===== src/include/bcc_pkg.sv =====
// package of constants for the bcd clock and calendar block
package bcc_pkg;

  // ----------------------------------------------------------------
  // timing
  // ----------------------------------------------------------------
  localparam int CLK_PERIOD_NS = 8;
  localparam int HALF_SEC_NS = 500_000_000;
  localparam int HALF_SEC_CYC = HALF_SEC_NS / CLK_PERIOD_NS;
  localparam int SYNC_WIN_NS = 256;
  localparam int SYNC_WIN_CYC = (SYNC_WIN_NS + CLK_PERIOD_NS - 1) / CLK_PERIOD_NS;

  // ----------------------------------------------------------------
  // register byte offsets
  // ----------------------------------------------------------------
  localparam logic [7:0] OFF_CTRL = 8'h00;
  localparam logic [7:0] OFF_CAL = 8'h04;
  localparam logic [7:0] OFF_ALM_CTRL = 8'h08;
  localparam logic [7:0] OFF_ALM_RPT = 8'h0C;
  localparam logic [7:0] OFF_YEAR = 8'h10;
  localparam logic [7:0] OFF_MONTH = 8'h14;
  localparam logic [7:0] OFF_DAY = 8'h18;
  localparam logic [7:0] OFF_WDAY = 8'h1C;
  localparam logic [7:0] OFF_HOUR = 8'h20;
  localparam logic [7:0] OFF_MIN = 8'h24;
  localparam logic [7:0] OFF_SEC = 8'h28;
  localparam logic [7:0] OFF_ALM_MONTH = 8'h2C;
  localparam logic [7:0] OFF_ALM_DATE = 8'h30;
  localparam logic [7:0] OFF_ALM_DOW = 8'h34;
  localparam logic [7:0] OFF_ALM_HOUR = 8'h38;
  localparam logic [7:0] OFF_ALM_MIN = 8'h3C;
  localparam logic [7:0] OFF_ALM_SEC = 8'h40;
  localparam logic [7:0] OFF_INT_STAT = 8'h44;
  localparam logic [7:0] OFF_INT_MASK = 8'h48;

  // ----------------------------------------------------------------
  // field positions
  // ----------------------------------------------------------------
  localparam int CTRL_EN_BIT = 7;
  localparam int CTRL_UNLOCK_BIT = 5;
  localparam int CTRL_SYNC_BIT = 4;
  localparam int CTRL_HALF_BIT = 3;
  localparam int ALM_EN_BIT = 7;
  localparam int INT_SEC_BIT = 0;
  localparam int INT_ALM_BIT = 1;

  // ----------------------------------------------------------------
  // reset values and limits, all bcd; then the bus response codes
  // ----------------------------------------------------------------
  localparam logic [7:0] RST_YEAR = 8'h00;
  localparam logic [7:0] RST_MONTH = 8'h01;
  localparam logic [7:0] RST_DAY = 8'h01;
  localparam logic [7:0] RST_ZERO = 8'h00;
  localparam logic [7:0] MAX_SEC = 8'h59;
  localparam logic [7:0] MAX_HOUR = 8'h23;
  localparam logic [7:0] MAX_WDAY = 8'h06;
  localparam logic [7:0] MAX_MONTH = 8'h12;
  localparam logic [7:0] MAX_YEAR = 8'h99;
  localparam logic [1:0] RESP_OKAY = 2'h0;
  localparam logic [1:0] RESP_SLVERR = 2'h2;

endpackage : bcc_pkg


===== src/core/bcc_calendar_clock.sv =====
// bcd clock and calendar with an axi4-lite register slave
//
// Added by the designer: the register addresses and register access over AXI4-Lite.
`timescale 1ns/1ps

module bcc_calendar_clock
  import bcc_pkg::*;
#(
  parameter int HALF_SEC_CYCLES = HALF_SEC_CYC,
  parameter int SYNC_CYCLES = SYNC_WIN_CYC
) (
  input wire logic MCLK,
  input wire logic RST,
  input wire logic [7:0] AWADDR,
  input wire logic AWVALID,
  output logic AWREADY,
  input wire logic [31:0] WDATA,
  input wire logic [3:0] WSTRB,
  input wire logic WVALID,
  output logic WREADY,
  output logic [1:0] BRESP,
  output logic BVALID,
  input wire logic BREADY,
  input wire logic [7:0] ARADDR,
  input wire logic ARVALID,
  output logic ARREADY,
  output logic [31:0] RDATA,
  output logic [1:0] RRESP,
  output logic RVALID,
  input wire logic RREADY,
  output logic IRQ
);

  if (HALF_SEC_CYCLES < 2 * SYNC_CYCLES || SYNC_CYCLES < 1) begin : g_bad_param
    $error("half-second count must be at least twice the sync window");
  end

  // ----------------------------------------------------------------
  // helpers
  // ----------------------------------------------------------------
  function automatic logic [7:0] bcd_inc(input logic [7:0] v, input logic [7:0] lim,
                                         input logic [7:0] base);
    if (v == lim) begin
      return base;
    end else if (v[3:0] == 4'h9) begin
      return {v[7:4] + 4'h1, 4'h0};
    end else begin
      return {v[7:4], v[3:0] + 4'h1};
    end
  endfunction : bcd_inc

  // year in 2000..2099: divisible by four in bcd terms
  function automatic logic is_leap(input logic [7:0] y);
    if (y[4] == 1'b0) begin
      return (y[3:0] == 4'h0) || (y[3:0] == 4'h4) || (y[3:0] == 4'h8);
    end else begin
      return (y[3:0] == 4'h2) || (y[3:0] == 4'h6);
    end
  endfunction : is_leap

  function automatic logic [7:0] month_len(input logic [7:0] m, input logic [7:0] y);
    unique case (m)
      8'h02: month_len = is_leap(y) ? 8'h29 : 8'h28;
      8'h04, 8'h06, 8'h09, 8'h11: month_len = 8'h30;
      default: month_len = 8'h31;
    endcase
  endfunction : month_len

  // ----------------------------------------------------------------
  // axi4-lite write channel
  // ----------------------------------------------------------------
  logic awready_ff, wready_ff, bvalid_ff, aw_got_ff, w_got_ff;
  logic [1:0] bresp_ff;
  logic [7:0] waddr_ff;
  logic [31:0] wdata_ff;
  logic [3:0] wstrb_ff;
  logic do_wr;
  logic wr_known;

  assign do_wr = aw_got_ff && w_got_ff && !bvalid_ff;

  always_ff @(posedge MCLK) begin
    if (RST) begin
      awready_ff <= 1'b1;
      aw_got_ff <= 1'b0;
      waddr_ff <= 8'h00;
    end else if (AWVALID && awready_ff) begin
      awready_ff <= 1'b0;
      aw_got_ff <= 1'b1;
      waddr_ff <= AWADDR;
    end else if (do_wr) begin
      aw_got_ff <= 1'b0;
    end else if (bvalid_ff && BREADY) begin
      awready_ff <= 1'b1;
    end
  end

  always_ff @(posedge MCLK) begin
    if (RST) begin
      wready_ff <= 1'b1;
      w_got_ff <= 1'b0;
      wdata_ff <= 32'h0000_0000;
      wstrb_ff <= 4'h0;
    end else if (WVALID && wready_ff) begin
      wready_ff <= 1'b0;
      w_got_ff <= 1'b1;
      wdata_ff <= WDATA;
      wstrb_ff <= WSTRB;
    end else if (do_wr) begin
      w_got_ff <= 1'b0;
    end else if (bvalid_ff && BREADY) begin
      wready_ff <= 1'b1;
    end
  end

  assign wr_known = (waddr_ff[1:0] == 2'b00) && (waddr_ff <= OFF_INT_MASK);

  always_ff @(posedge MCLK) begin
    if (RST) begin
      bvalid_ff <= 1'b0;
      bresp_ff <= RESP_OKAY;
    end else if (do_wr) begin
      bvalid_ff <= 1'b1;
      bresp_ff <= wr_known ? RESP_OKAY : RESP_SLVERR;
    end else if (BREADY) begin
      bvalid_ff <= 1'b0;
    end
  end

  // only byte lane 0 carries register data; other lanes are ignored
  function automatic logic hit(input logic [7:0] off);
    return do_wr && (waddr_ff == off) && wstrb_ff[0];
  endfunction : hit

  // ----------------------------------------------------------------
  // control and prescaler
  // ----------------------------------------------------------------
  logic en_ff, unlock_ff, half_ff, sync_flag;
  logic [31:0] presc_ff;
  logic half_tick, sec_tick, sec_wr;
  logic [7:0] wd;

  assign wd = wdata_ff[7:0];

  always_ff @(posedge MCLK) begin
    if (RST) begin
      unlock_ff <= 1'b0;
    end else if (hit(OFF_CTRL)) begin
      unlock_ff <= wd[CTRL_UNLOCK_BIT];
    end
  end

  always_ff @(posedge MCLK) begin
    if (RST) begin
      en_ff <= 1'b0;
    end else if (hit(OFF_CTRL) && unlock_ff) begin
      en_ff <= wd[CTRL_EN_BIT];
    end
  end

  // the lock gates the seconds write before it may touch the prescaler;
  // a process rather than an assign, so the state read inside hit() wakes it
  always_comb begin
    sec_wr = hit(OFF_SEC) && unlock_ff;
  end
  assign half_tick = en_ff && (presc_ff == 32'(HALF_SEC_CYCLES - 1));
  assign sec_tick = half_tick && half_ff;

  always_ff @(posedge MCLK) begin
    if (RST) begin
      presc_ff <= 32'h0000_0000;
    end else if (sec_wr || half_tick) begin
      presc_ff <= 32'h0000_0000;
    end else if (en_ff) begin
      presc_ff <= presc_ff + 32'h0000_0001;
    end
  end

  always_ff @(posedge MCLK) begin
    if (RST) begin
      half_ff <= 1'b0;
    end else if (sec_wr) begin
      half_ff <= 1'b0;
    end else if (half_tick) begin
      half_ff <= !half_ff;
    end
  end

  // warns software that a seconds carry is a few cycles away
  assign sync_flag = en_ff && half_ff &&
                     (presc_ff >= 32'(HALF_SEC_CYCLES - SYNC_CYCLES));

  // ----------------------------------------------------------------
  // time cascade
  // ----------------------------------------------------------------
  logic [7:0] sec_ff, min_ff, hour_ff, wday_ff, day_ff, month_ff, year_ff;
  logic c_min, c_hour, c_day, c_month, c_year;

  assign c_min = sec_tick && (sec_ff == MAX_SEC);
  assign c_hour = c_min && (min_ff == MAX_SEC);
  assign c_day = c_hour && (hour_ff == MAX_HOUR);
  assign c_month = c_day && (day_ff == month_len(month_ff, year_ff));
  assign c_year = c_month && (month_ff == MAX_MONTH);

  // a write in the tick cycle wins for its own field; others keep counting
  always_ff @(posedge MCLK) begin
    if (RST) begin
      sec_ff <= RST_ZERO;
    end else if (sec_wr) begin
      sec_ff <= wd;
    end else if (sec_tick) begin
      sec_ff <= bcd_inc(sec_ff, MAX_SEC, RST_ZERO);
    end
  end

  always_ff @(posedge MCLK) begin
    if (RST) begin
      min_ff <= RST_ZERO;
    end else if (hit(OFF_MIN) && unlock_ff) begin
      min_ff <= wd;
    end else if (c_min) begin
      min_ff <= bcd_inc(min_ff, MAX_SEC, RST_ZERO);
    end
  end

  always_ff @(posedge MCLK) begin
    if (RST) begin
      hour_ff <= RST_ZERO;
    end else if (hit(OFF_HOUR) && unlock_ff) begin
      hour_ff <= wd;
    end else if (c_hour) begin
      hour_ff <= bcd_inc(hour_ff, MAX_HOUR, RST_ZERO);
    end
  end

  // weekday only follows the day carry from whatever software loaded
  always_ff @(posedge MCLK) begin
    if (RST) begin
      wday_ff <= RST_ZERO;
    end else if (hit(OFF_WDAY) && unlock_ff) begin
      wday_ff <= wd;
    end else if (c_day) begin
      wday_ff <= bcd_inc(wday_ff, MAX_WDAY, RST_ZERO);
    end
  end

  always_ff @(posedge MCLK) begin
    if (RST) begin
      day_ff <= RST_DAY;
    end else if (hit(OFF_DAY) && unlock_ff) begin
      day_ff <= wd;
    end else if (c_day) begin
      day_ff <= bcd_inc(day_ff, month_len(month_ff, year_ff), RST_DAY);
    end
  end

  always_ff @(posedge MCLK) begin
    if (RST) begin
      month_ff <= RST_MONTH;
    end else if (hit(OFF_MONTH) && unlock_ff) begin
      month_ff <= wd;
    end else if (c_month) begin
      month_ff <= bcd_inc(month_ff, MAX_MONTH, RST_MONTH);
    end
  end

  // 99 wraps to 00: end of 2099 returns to the start of 2000
  always_ff @(posedge MCLK) begin
    if (RST) begin
      year_ff <= RST_YEAR;
    end else if (hit(OFF_YEAR) && unlock_ff) begin
      year_ff <= wd;
    end else if (c_year) begin
      year_ff <= bcd_inc(year_ff, MAX_YEAR, RST_YEAR);
    end
  end

  // ----------------------------------------------------------------
  // calibration and alarm registers
  // ----------------------------------------------------------------
  logic [7:0] cal_ff, alm_ctrl_ff, alm_rpt_ff;
  logic [7:0] a_mon_ff, a_date_ff, a_dow_ff, a_hour_ff, a_min_ff, a_sec_ff;
  logic tick_d_ff, alm_match, alm_evt;

  always_ff @(posedge MCLK) begin
    if (RST) begin
      cal_ff <= RST_ZERO;
      a_mon_ff <= RST_ZERO;
      a_date_ff <= RST_ZERO;
      a_dow_ff <= RST_ZERO;
      a_hour_ff <= RST_ZERO;
      a_min_ff <= RST_ZERO;
      a_sec_ff <= RST_ZERO;
    end else begin
      if (hit(OFF_CAL)) cal_ff <= wd;
      if (hit(OFF_ALM_MONTH)) a_mon_ff <= wd;
      if (hit(OFF_ALM_DATE)) a_date_ff <= wd;
      if (hit(OFF_ALM_DOW)) a_dow_ff <= wd;
      if (hit(OFF_ALM_HOUR)) a_hour_ff <= wd;
      if (hit(OFF_ALM_MIN)) a_min_ff <= wd;
      if (hit(OFF_ALM_SEC)) a_sec_ff <= wd;
    end
  end

  // compare the clock one cycle after each second step, once per second
  always_ff @(posedge MCLK) begin
    if (RST) begin
      tick_d_ff <= 1'b0;
    end else begin
      tick_d_ff <= sec_tick;
    end
  end

  // bits 5..0 of alarm control pick month, date, weekday, hour, minute, second
  assign alm_match = (!alm_ctrl_ff[5] || (a_mon_ff == month_ff)) &&
                     (!alm_ctrl_ff[4] || (a_date_ff == day_ff)) &&
                     (!alm_ctrl_ff[3] || (a_dow_ff == wday_ff)) &&
                     (!alm_ctrl_ff[2] || (a_hour_ff == hour_ff)) &&
                     (!alm_ctrl_ff[1] || (a_min_ff == min_ff)) &&
                     (!alm_ctrl_ff[0] || (a_sec_ff == sec_ff));
  assign alm_evt = tick_d_ff && alm_ctrl_ff[ALM_EN_BIT] && alm_match;

  // the repeat count runs down per alarm; at zero the alarm disarms itself
  always_ff @(posedge MCLK) begin
    if (RST) begin
      alm_ctrl_ff <= RST_ZERO;
    end else if (hit(OFF_ALM_CTRL)) begin
      alm_ctrl_ff <= wd;
    end else if (alm_evt && (alm_rpt_ff == RST_ZERO)) begin
      alm_ctrl_ff[ALM_EN_BIT] <= 1'b0;
    end
  end

  always_ff @(posedge MCLK) begin
    if (RST) begin
      alm_rpt_ff <= RST_ZERO;
    end else if (hit(OFF_ALM_RPT)) begin
      alm_rpt_ff <= wd;
    end else if (alm_evt && (alm_rpt_ff != RST_ZERO)) begin
      alm_rpt_ff <= alm_rpt_ff - 8'h01;
    end
  end

  // ----------------------------------------------------------------
  // interrupt status and mask
  // ----------------------------------------------------------------
  logic [1:0] stat_ff, mask_ff, clr, evt;
  logic irq_ff;

  assign evt = {alm_evt, sec_tick};
  always_comb begin
    clr = hit(OFF_INT_STAT) ? wd[1:0] : 2'h0;
  end

  // a new event in the clearing cycle survives the clear
  always_ff @(posedge MCLK) begin
    if (RST) begin
      stat_ff <= 2'h0;
    end else begin
      stat_ff <= (stat_ff & ~clr) | evt;
    end
  end

  always_ff @(posedge MCLK) begin
    if (RST) begin
      mask_ff <= 2'h0;
    end else if (hit(OFF_INT_MASK)) begin
      mask_ff <= wd[1:0];
    end
  end

  always_ff @(posedge MCLK) begin
    if (RST) begin
      irq_ff <= 1'b0;
    end else begin
      irq_ff <= |(stat_ff & mask_ff);
    end
  end

  // ----------------------------------------------------------------
  // axi4-lite read channel
  // ----------------------------------------------------------------
  logic arready_ff, rvalid_ff;
  logic [1:0] rresp_ff;
  logic [31:0] rdata_ff;
  logic [7:0] rd_val;
  logic rd_ok;

  always_comb begin
    rd_ok = 1'b1;
    unique case (ARADDR)
      OFF_CTRL: rd_val = {en_ff, 1'b0, unlock_ff, sync_flag, half_ff, 3'h0};
      OFF_CAL: rd_val = cal_ff;
      OFF_ALM_CTRL: rd_val = alm_ctrl_ff;
      OFF_ALM_RPT: rd_val = alm_rpt_ff;
      OFF_YEAR: rd_val = year_ff;
      OFF_MONTH: rd_val = month_ff;
      OFF_DAY: rd_val = day_ff;
      OFF_WDAY: rd_val = wday_ff;
      OFF_HOUR: rd_val = hour_ff;
      OFF_MIN: rd_val = min_ff;
      OFF_SEC: rd_val = sec_ff;
      OFF_ALM_MONTH: rd_val = a_mon_ff;
      OFF_ALM_DATE: rd_val = a_date_ff;
      OFF_ALM_DOW: rd_val = a_dow_ff;
      OFF_ALM_HOUR: rd_val = a_hour_ff;
      OFF_ALM_MIN: rd_val = a_min_ff;
      OFF_ALM_SEC: rd_val = a_sec_ff;
      OFF_INT_STAT: rd_val = {6'h00, stat_ff};
      OFF_INT_MASK: rd_val = {6'h00, mask_ff};
      default: begin
        rd_val = 8'h00;
        rd_ok = 1'b0;
      end
    endcase
  end

  always_ff @(posedge MCLK) begin
    if (RST) begin
      arready_ff <= 1'b1;
      rvalid_ff <= 1'b0;
      rdata_ff <= 32'h0000_0000;
      rresp_ff <= RESP_OKAY;
    end else if (ARVALID && arready_ff) begin
      arready_ff <= 1'b0;
      rvalid_ff <= 1'b1;
      rdata_ff <= {24'h00_0000, rd_val};
      rresp_ff <= rd_ok ? RESP_OKAY : RESP_SLVERR;
    end else if (rvalid_ff && RREADY) begin
      arready_ff <= 1'b1;
      rvalid_ff <= 1'b0;
    end
  end

  assign AWREADY = awready_ff;
  assign WREADY = wready_ff;
  assign BVALID = bvalid_ff;
  assign BRESP = bresp_ff;
  assign ARREADY = arready_ff;
  assign RVALID = rvalid_ff;
  assign RDATA = rdata_ff;
  assign RRESP = rresp_ff;
  assign IRQ = irq_ff;

endmodule : bcc_calendar_clock


===== config.mk =====
export PLATFORM = sky130hd
export DESIGN_NAME = bcc_calendar_clock
export DESIGN_NICKNAME = d
export VERILOG_FILES = /design/src/include/bcc_pkg.sv /design/src/core/bcc_calendar_clock.sv
export SDC_FILE = /design/constraint.sdc
export NUM_CORES = 1
export LEC_CHECK = 0
export BUFFER_PORTS_ARGS = -buffer_cell sky130_fd_sc_hd__buf_2
export CORE_AREA = 2 2 176 178
export CTS_CLUSTER_SIZE = 24
export DETAILED_ROUTE_END_ITERATION = 10
export DIE_AREA = 0 0 178 180
export HOLD_SLACK_MARGIN = 0.03
export SYNTH_ARGS = -nofsm -noshare
export SYNTH_HDL_FRONTEND = slang
export SYNTH_SLANG_ARGS = --single-unit

===== constraint.sdc =====
create_clock -name MCLK -period 8.6 [get_ports MCLK]
set_clock_uncertainty 0.2 [all_clocks]
set_input_delay 1.29 -clock MCLK [delete_from_list [all_inputs] [get_ports MCLK]]
set_output_delay 1.29 -clock MCLK [all_outputs]
set_load 0.05 [all_outputs]

==> results_dict.tcl, run 1 <==
set metrics [dict create \
    multiInputGateArea_sq_mm 0.00717 \
    yosys_warnings 0 \
    final_nets 1556 \
    gr-total-overflow 0 \
    synth_cells 1486 \
    post_cts_buffers 0 \
    p_per_area_mw_per_mm2 166 \
    grt_use_total 0.242 \
    final.fill_count 3031 \
    clk_pin_slew_ns 0.06 \
    maxSlewViolCount 0 \
    ctsResizeCount 0 \
    crit_fanout 25 \
    fmax_mhz 231 \
    ff_latch_area_sq_mm 0.00406 \
    first_iter_violations 1283 \
    p_leak_nw 4.54 \
    initial_utilization 0.393 \
    yosys_register_bits 203 \
    sequentialPowerShare 0.445 \
    slew_headroom 0.177 \
    final_cell_mix "dfxtp_1, nor2_1, nand2_1, a21oi_1, xnor2_1" \
    numCtsBuffers 24 \
    gp_congestion 0.929 \
    max_cap_violations 0 \
    internal_power_mw 1.63 \
    antenna_found_initial 0 \
    ctsLongestPathBuffers 3 \
    switching_share 0.248 \
    synth_area_per_cell_sq_um 7.98 \
    grt_pass1_wl_mm 60.6 \
    async_flop_share 0 \
    ys_seq_area_frac 0.343 \
    peakVddDrop_uv 127 \
    clk_latency_ns 0.54 \
    yosysUniqueCellTypes 76 \
    pwr-share-comb 0.058 \
    yosysTopAreaCellShare 0.343 \
    synth_area_leaders "dfxtp_1, nor2_1, xnor2_1" \
    crit_required_ns 8.82 \
    dieArea_sq_mm 0.0320 \
    yosys.area.top_type "dfxtp_1" \
    layout_commonest_cell "dfxtp_1" \
    worstSetupPathType "register to register" \
    cts_tree "built" \
    drc_errors 0 \
    wl_mm 39.2 \
    io_buffers 47 \
    pin_count 101 \
    htreeDepth 1 \
    synth-edff-count 0 \
    rsz0062_at_grt "no" \
    final-hold-violation-count 0 \
    cts.sinks 203 \
    synthesis.area_sq_mm 0.0119 \
    drive_above_1_share 0.0906 \
    via_per_inst 5.96 \
    floorplan.core_area_sq_mm 0.0302 \
    power_frac_clock 0.497 \
    startpoint_type "register" \
    grt_max_degree 73 \
    worstMarginPinSlew_ns 1.23 \
    setup_viol 0 \
    via_count 11200 \
    hp-class "register to register" \
    first_global_vias 10100 \
    cts_root_buf "clkbuf_16" \
    drtPass1Iterations 5 \
    cts_hold_buf 0 \
    setup-tns-final_ns 0 \
    status "finished, final reports clean" \
    whs_ns 0.253 \
    period_needed_ns 4.32 \
    dp_hpwl_mm 27.4 \
    min_period_over_period 0.503 \
    synth_ff_type "dfxtp_1" \
    wire_per_inst_um 20.8 \
    syn_to_final_growth_pct 10.7 \
    die_x_um 178 \
    cp.arrival_ns 4.54 \
    power_switching_uw 538 \
    die_h_um 180 \
    drtAntennaViolNets 0 \
    crit_path_end_kind "register" \
    antennaDiodeCount 0 \
    fp-row-count 64 \
]
-- synthesized netlist by cell type (11+ instances only) --
| cell type | instances |
|---|---|
| a222oi_1 | 11 |
| nor3_1 | 32 |
| and2_1 | 18 |
| inv_1 | 33 |
| and3_1 | 18 |
| nand3b_1 | 12 |
| xnor2_1 | 71 |
| nand2_1 | 133 |
| a31oi_1 | 17 |
| o21ai_0 | 36 |
| nand4_1 | 40 |
| nor4_1 | 20 |
| buf_1 | 16 |
| ha_1 | 24 |
| mux2i_1 | 47 |
| nor4b_1 | 15 |
| a211oi_1 | 23 |
| dfxtp_1 | 203 |
| clkbuf_1 | 90 |
| and4_1 | 14 |
| nand2b_1 | 11 |
| buf_4 | 26 |
| nand3_1 | 66 |
| a22oi_1 | 39 |
| a21oi_1 | 88 |
| xor2_1 | 20 |
| nor2_1 | 170 |
| or4_1 | 16 |
| a22o_1 | 12 |
| nor2b_1 | 16 |
-- worst max-delay path, stage by stage, from the launching register on --
cell	delay (ns)
dfxtp_1	0.50
or4bb_1	0.57
nor4_1	0.50
nand2_1	0.52
nor2_2	1.03
a41oi_1	0.46
mux2_2	0.39
-- kinds of logic after synthesis --
group,after synthesis,synth area share
compound gates,310,0.177
xor+xnor,91,0.0672
fa+ha+maj,24,0.0253
buf+inv,169,0.0622
flops,203,0.343
mux,51,0.0435
other cells,1,0.000316
simple gates,637,0.282
-- layout make-up --
class	instances	area share
Multi-Input combinational cell	1139	0.546
Sequential cell	203	0.310
Clock buffer	37	0.0571
Tap cell	396	0.0378
Timing Repair Buffer	72	0.0327
Inverter	33	0.00944
Clock inverter	6	0.00696
-- registers in the layout, summed over array words and instances, names as in the netlist, 2 cells and up --
register and flops:
a_mon_ff 8, presc_ff 32, sec_ff 8, min_ff 8, day_ff 8, wdata_ff 8
a_sec_ff 8, mask_ff 2, month_ff 8, wday_ff 8, a_date_ff 8, a_min_ff 8
hour_ff 8, a_dow_ff 8, cal_ff 8, a_hour_ff 8, alm_ctrl_ff 8, alm_rpt_ff 8
waddr_ff 8, RDATA 8, stat_ff 2, year_ff 8
-- per-stage QoR --
stage	util	setup slack, ns	total power [mW]	cell area (sq um)	cells
final	0.435	4.28	2.17	13100	1886
after CTS	0.435	4.39	2.19	13100	1886
after global placement	0.407	4.43	1.11	12300	1843
after floorplan	-	4.95	1.07	11900	1511
after global routing	0.435	4.09	2.23	13100	1886
after detailed placement	0.407	4.41	1.11	12300	1843
-- final timing paths --
check                                               end              startpoint  slack [ns]  cells after the start
worst max-delay path            year_ff[5]$_SDFFE_PP0P_  min_ff[3]$_SDFFE_PP0P_        4.28                      6
worst min-delay path             cal_ff[3]$_SDFFE_PP0P_  cal_ff[3]$_SDFFE_PP0P_        0.25                      2
worst max register to register  year_ff[5]$_SDFFE_PP0P_  min_ff[3]$_SDFFE_PP0P_        4.28                      6
worst min register to register   cal_ff[3]$_SDFFE_PP0P_  cal_ff[3]$_SDFFE_PP0P_        0.25                      2
-- power groups by stage --
stage               Clock, mW  Combinational (mW)  Sequential, mW
floorplan                   0              0.0909           0.984
global placement            0               0.125           0.987
detailed placement          0               0.125           0.987
CTS                      1.10               0.125           0.966
global route             1.13               0.135           0.968
finish                   1.08               0.126           0.967
-- metal layers --
metal	share of wire	global-route usage	wire length, um	vias to the layer above
li1	-	-	-	5327
met1	0.45	0.348	17700	5371
met2	0.43	0.360	16800	448
met3	0.080	0.0408	3130	87
met4	0.040	0.0882	1580	0
met5	0	0	0	-
No activity file was read; power rests on OpenSTA's default activity.
==> inputs of run 2 (changes only) <==
clock period = 3.95 ns   (was 8.6 ns; I/O delays follow)
==> results_dict.tcl, run 2 (synthesis gave the netlist of run 1 again) <==
set metrics [dict create \
    dp_hpwl_mm 28.1 \
    cts.sinks 203 \
    grt_pass1_wl_mm 62.0 \
    layout_commonest_cell "dfxtp_1" \
    floorplan.core_area_sq_mm 0.0302 \
    ctsResizeCount 0 \
    antennaDiodeCount 0 \
    antenna_found_initial 0 \
    clk_latency_ns 0.56 \
    initial_utilization 0.393 \
    maxSlewViolCount 0 \
    cpMaxStageDelayCell "nor4_1" \
    critPathMaxStageDelay_ns 0.63 \
    gr-total-overflow 0 \
    io_buffers 47 \
    cp.arrival_ns 3.47 \
    drtAntennaViolNets 0 \
    setup_ws_ns 0.731 \
    largest_reg_flops 32 \
    dieArea_sq_mm 0.0320 \
    status "finished, final reports clean" \
    met2_usage 0.376 \
    final-hold-violation-count 0 \
    gp_congestion 0.996 \
    drc_errors 0 \
    final_nets 1577 \
    fin_util 0.440 \
    htreeDepth 1 \
    wl_mm 40.0 \
    final.fill_count 3015 \
    largest_register "presc_ff" \
    setup_viol 0 \
    grt_busiest_layer "met2" \
    die_h_um 180 \
    wire_per_inst_um 21.0 \
    setup-tns-final_ns 0 \
    period_needed_ns 3.22 \
    met3_usage 0.0391 \
    post-place-ws_ns 0.823 \
    p_per_area_mw_per_mm2 356 \
    cts_tree "built" \
    drtPass1Iterations 6 \
    drive_above_1_share 0.103 \
    crit_buf_inv 1 \
    final_cell_mix "dfxtp_1, nor2_1, nand2_1, a21oi_1, xnor2_1" \
    via_per_inst 5.98 \
    numCtsBuffers 25 \
    fmax_mhz 311 \
    clk_pin_slew_ns 0.06 \
    max_cap_violations 0 \
    startpoint_type "register" \
    cp_cell_sequence "or4bb_1 > nor4_1 > nand3_1 > buf_4 > or4_1 > a311oi_1" \
    crit_family "simple AND/OR/NAND/NOR gates" \
    worstSetupPathType "register to register" \
    syn_to_final_growth_pct 12.0 \
    hp-class "primary input to register" \
    post_cts_buffers 0 \
    slew_headroom 0.144 \
    pin_count 101 \
    first_iter_violations 1345 \
    grt_max_degree 94 \
    p_total_mw 4.73 \
    peakVddDrop_uv 328 \
    rsz0062_at_grt "no" \
    grt_use_total 0.247 \
    crit_required_ns 4.20 \
    cts_root_buf "clkbuf_16" \
    via_count 11400 \
    first_global_vias 10500 \
    crit_fanout 22 \
    fp-row-count 64 \
    min_period_over_period 0.815 \
    ctsLongestPathBuffers 3 \
    cts_hold_buf 0 \
    globalRouteMet1Util 0.348 \
    p_leak_nw 4.63 \
    die_x_um 178 \
    crit_path_end_kind "register" \
    worstMarginPinSlew_ns 1.28 \
]
## run 2: cell types whose count changed in the layout (fill, tap and decap cells not counted), sizes merged
cell      delta
clkinvlp     +2
inv          +2
clkbuf       -4
buf         +20
## run 2: per-stage QoR
stage | area, sq um | cells | hold WS, ns
finish | 13300 | 1906 | 0.0668
global route | 13300 | 1906 | 0.0750
detailed placement | 12400 | 1863 | 0.248
CTS | 13300 | 1906 | 0.0595
global placement | 12400 | 1863 | 0.242
floorplan | 11900 | 1511 | 0.236
## run 2: layout make-up
cell class	instances	area, sq um	share of cell area
clock inverter	10	126	0.00952
multi-input combinational	1139	7180	0.541
sequential	203	4060	0.306
inverter	33	124	0.00933
clock buffer	33	706	0.0532
timing repair buffer	92	579	0.0436
tap	396	495	0.0373
## run 2: final timing paths
kind / startpoint / slack [ns] / depth (start not counted) / end
worst max-delay path: min_ff[3]$_SDFFE_PP0P_ / 0.73 / 6 / year_ff[0]$_SDFFE_PP0P_
worst min-delay path: AWADDR[3] / 0.07 / 3 / waddr_ff[3]$_SDFFE_PP0P_
worst max register to register: min_ff[3]$_SDFFE_PP0P_ / 0.73 / 6 / year_ff[0]$_SDFFE_PP0P_
worst min register to register: alm_ctrl_ff[6]$_SDFFE_PP0P_ / 0.26 / 2 / alm_ctrl_ff[6]$_SDFFE_PP0P_
## run 2: report_power, final
group	leakage [nW]	internal (mW)	total [mW]	switching, mW
clock network	0.408	1.39	2.34	0.952
registers	1.64	2.07	2.10	0.0338
logic	2.58	0.0665	0.286	0.219
## run 2: routing by layer
metal | wire [um] | vias to the layer above
li1 | - | 5385
met1 | 17900 | 5446
met2 | 17600 | 463
met3 | 2940 | 95
met4 | 1530 | 0
met5 | 0 | -
## run 2: worst reg2reg max path, delay by kind of cell, from the launching register on
kind / cells / cell delay (ns)
simple gates: 4 / 1.90
compound gates: 1 / 0.27
buf+inv: 1 / 0.25
flops: 1 / 0.49
==> inputs of run 3 (changes only) <==
clock period = 2.91 ns   (was 3.95 ns; I/O delays follow)
==> results_dict.tcl, run 3 (synthesis gave the netlist of run 1 again) <==
set metrics [dict create \
    worstSetupPathType "register to register" \
    cpMaxStageDelayCell "or4_4" \
    clk_latency_ns 0.55 \
    die_h_um 180 \
    startpoint_type "register" \
    final_cell_mix "dfxtp_1, nor2_1, nand2_1, buf_4, a21oi_1" \
    gr-total-overflow 0 \
    numCtsBuffers 24 \
    final-hold-violation-count 0 \
    drive_above_1_share 0.154 \
    crit_path_end_kind "register" \
    p_per_area_mw_per_mm2 438 \
    period_needed_ns 2.87 \
    wl_mm 41.8 \
    die_x_um 178 \
    via_per_inst 5.82 \
    ff_latch_area_sq_mm 0.00407 \
    peakVddDrop_uv 431 \
    p_leak_nw 5.17 \
    cts_root_buf "clkbuf_16" \
    antenna_found_initial 0 \
    status "finished, final reports clean" \
    cp.arrival_ns 3.09 \
    initial_utilization 0.393 \
    drc_errors 0 \
    setup_viol 0 \
    critPathMaxStageDelay_ns 0.56 \
    dieArea_sq_mm 0.0320 \
    worstMarginPinSlew_ns 1.30 \
    pin_count 101 \
    gp_congestion 0.942 \
    slew_headroom 0.123 \
    floorplan.core_area_sq_mm 0.0302 \
    ctsLongestPathBuffers 3 \
    setup_ws_ns 0.0356 \
    fin_util 0.470 \
    wire_per_inst_um 20.7 \
    cp_common_cell "o31a_1" \
    post-place-ws_ns -0.170 \
    rsz0062_at_grt "yes" \
    hp-class "primary input to register" \
    largest_register "presc_ff" \
    crit_required_ns 3.13 \
    fmax_mhz 348 \
    max_cap_violations 0 \
    drtAntennaViolNets 0 \
    multiInputGateArea_sq_mm 0.00723 \
    final_nets 1687 \
    clk_pin_slew_ns 0.06 \
    syn_to_final_growth_pct 19.7 \
    placed_cells 1951 \
    maxSlewViolCount 0 \
    layout_commonest_cell "dfxtp_1" \
    fp-row-count 64 \
    dp_hpwl_mm 29.7 \
    drtPass1Iterations 7 \
    cts.sinks 203 \
    antennaDiodeCount 0 \
    instances_no_fill 2017 \
    io_buffers 47 \
    htreeDepth 1 \
    cp_cell_sequence "or4_4 > nor4_4 > and4_4 > nand3_4 > buf_8 > buf_4 > o31a_1 > o31a_1" \
    grt_max_degree 75 \
    first_iter_violations 1286 \
    crit_family "simple AND/OR/NAND/NOR gates" \
    first_global_vias 11100 \
    grt_pass1_wl_mm 64.0 \
    largest_reg_flops 32 \
    final.fill_count 2941 \
    crit_fanout 6 \
    min_period_over_period 0.988 \
    via_count 11700 \
    cts_tree "built" \
    grt_use_total 0.255 \
    crit_buf_inv 2 \
]
run 3: path summary, 6_finish.rpt:
path,slack (ns),startpoint,depth (start not counted),to
setup / recovery,0.04,presc_ff[29]$_SDFFE_PP0P_,8,month_ff[5]$_SDFFE_PP0P_
setup reg to reg,0.04,presc_ff[29]$_SDFFE_PP0P_,8,month_ff[5]$_SDFFE_PP0P_
hold reg to reg,0.25,wdata_ff[0]$_SDFFE_PP0P_,2,wdata_ff[0]$_SDFFE_PP0P_
hold / removal,0.16,RST,2,waddr_ff[6]$_SDFFE_PP0P_
run 3: final cells by class:
cell class | count | area share
multi-input cells | 1139 | 0.509
flip-flops and latches | 203 | 0.286
repair buffers | 203 | 0.107
clock buffers | 35 | 0.0466
well taps | 396 | 0.0349
inverters | 33 | 0.00873
clock inverters | 8 | 0.00688
run 3: metrics by stage:
stage	hold WS (ns)	power, mW	setup TNS, ns	instance area [sq um]
floorplan	0.236	3.18	0	11900
global placement	0.242	3.31	-0.587	13100
detailed placement	0.248	3.31	-1.02	13100
CTS	0.152	6.24	0	14100
global route	0.177	6.39	-0.0294	14200
finish	0.159	6.21	0	14200
run 3: per-layer routing:
metal	vias to the layer above	track usage	share of wire
li1	5570	-	-
met1	5616	0.353	0.43
met2	469	0.405	0.45
met3	92	0.0317	0.077
met4	0	0.0941	0.035
met5	-	0	0
run 3: repair_timing:
action / 4_1_cts / 5_1_grt
hold endpoints to repair: 23 / 0
setup endpoints to repair: 4 / 20
pin swaps: 5 / 7
gates cloned: 1 / 0
hold buffers: 20 / 0
resized for setup: 5 / 9
setup buffers: 2 / 1
run 3: report_power, final:
group	internal, mW	total, mW	switching [mW]	leakage [nW]
combinational	0.122	0.441	0.319	3.17
sequential	2.80	2.84	0.0350	1.64
clock	1.68	2.93	1.25	0.358
total	4.60	6.21	1.61	5.17
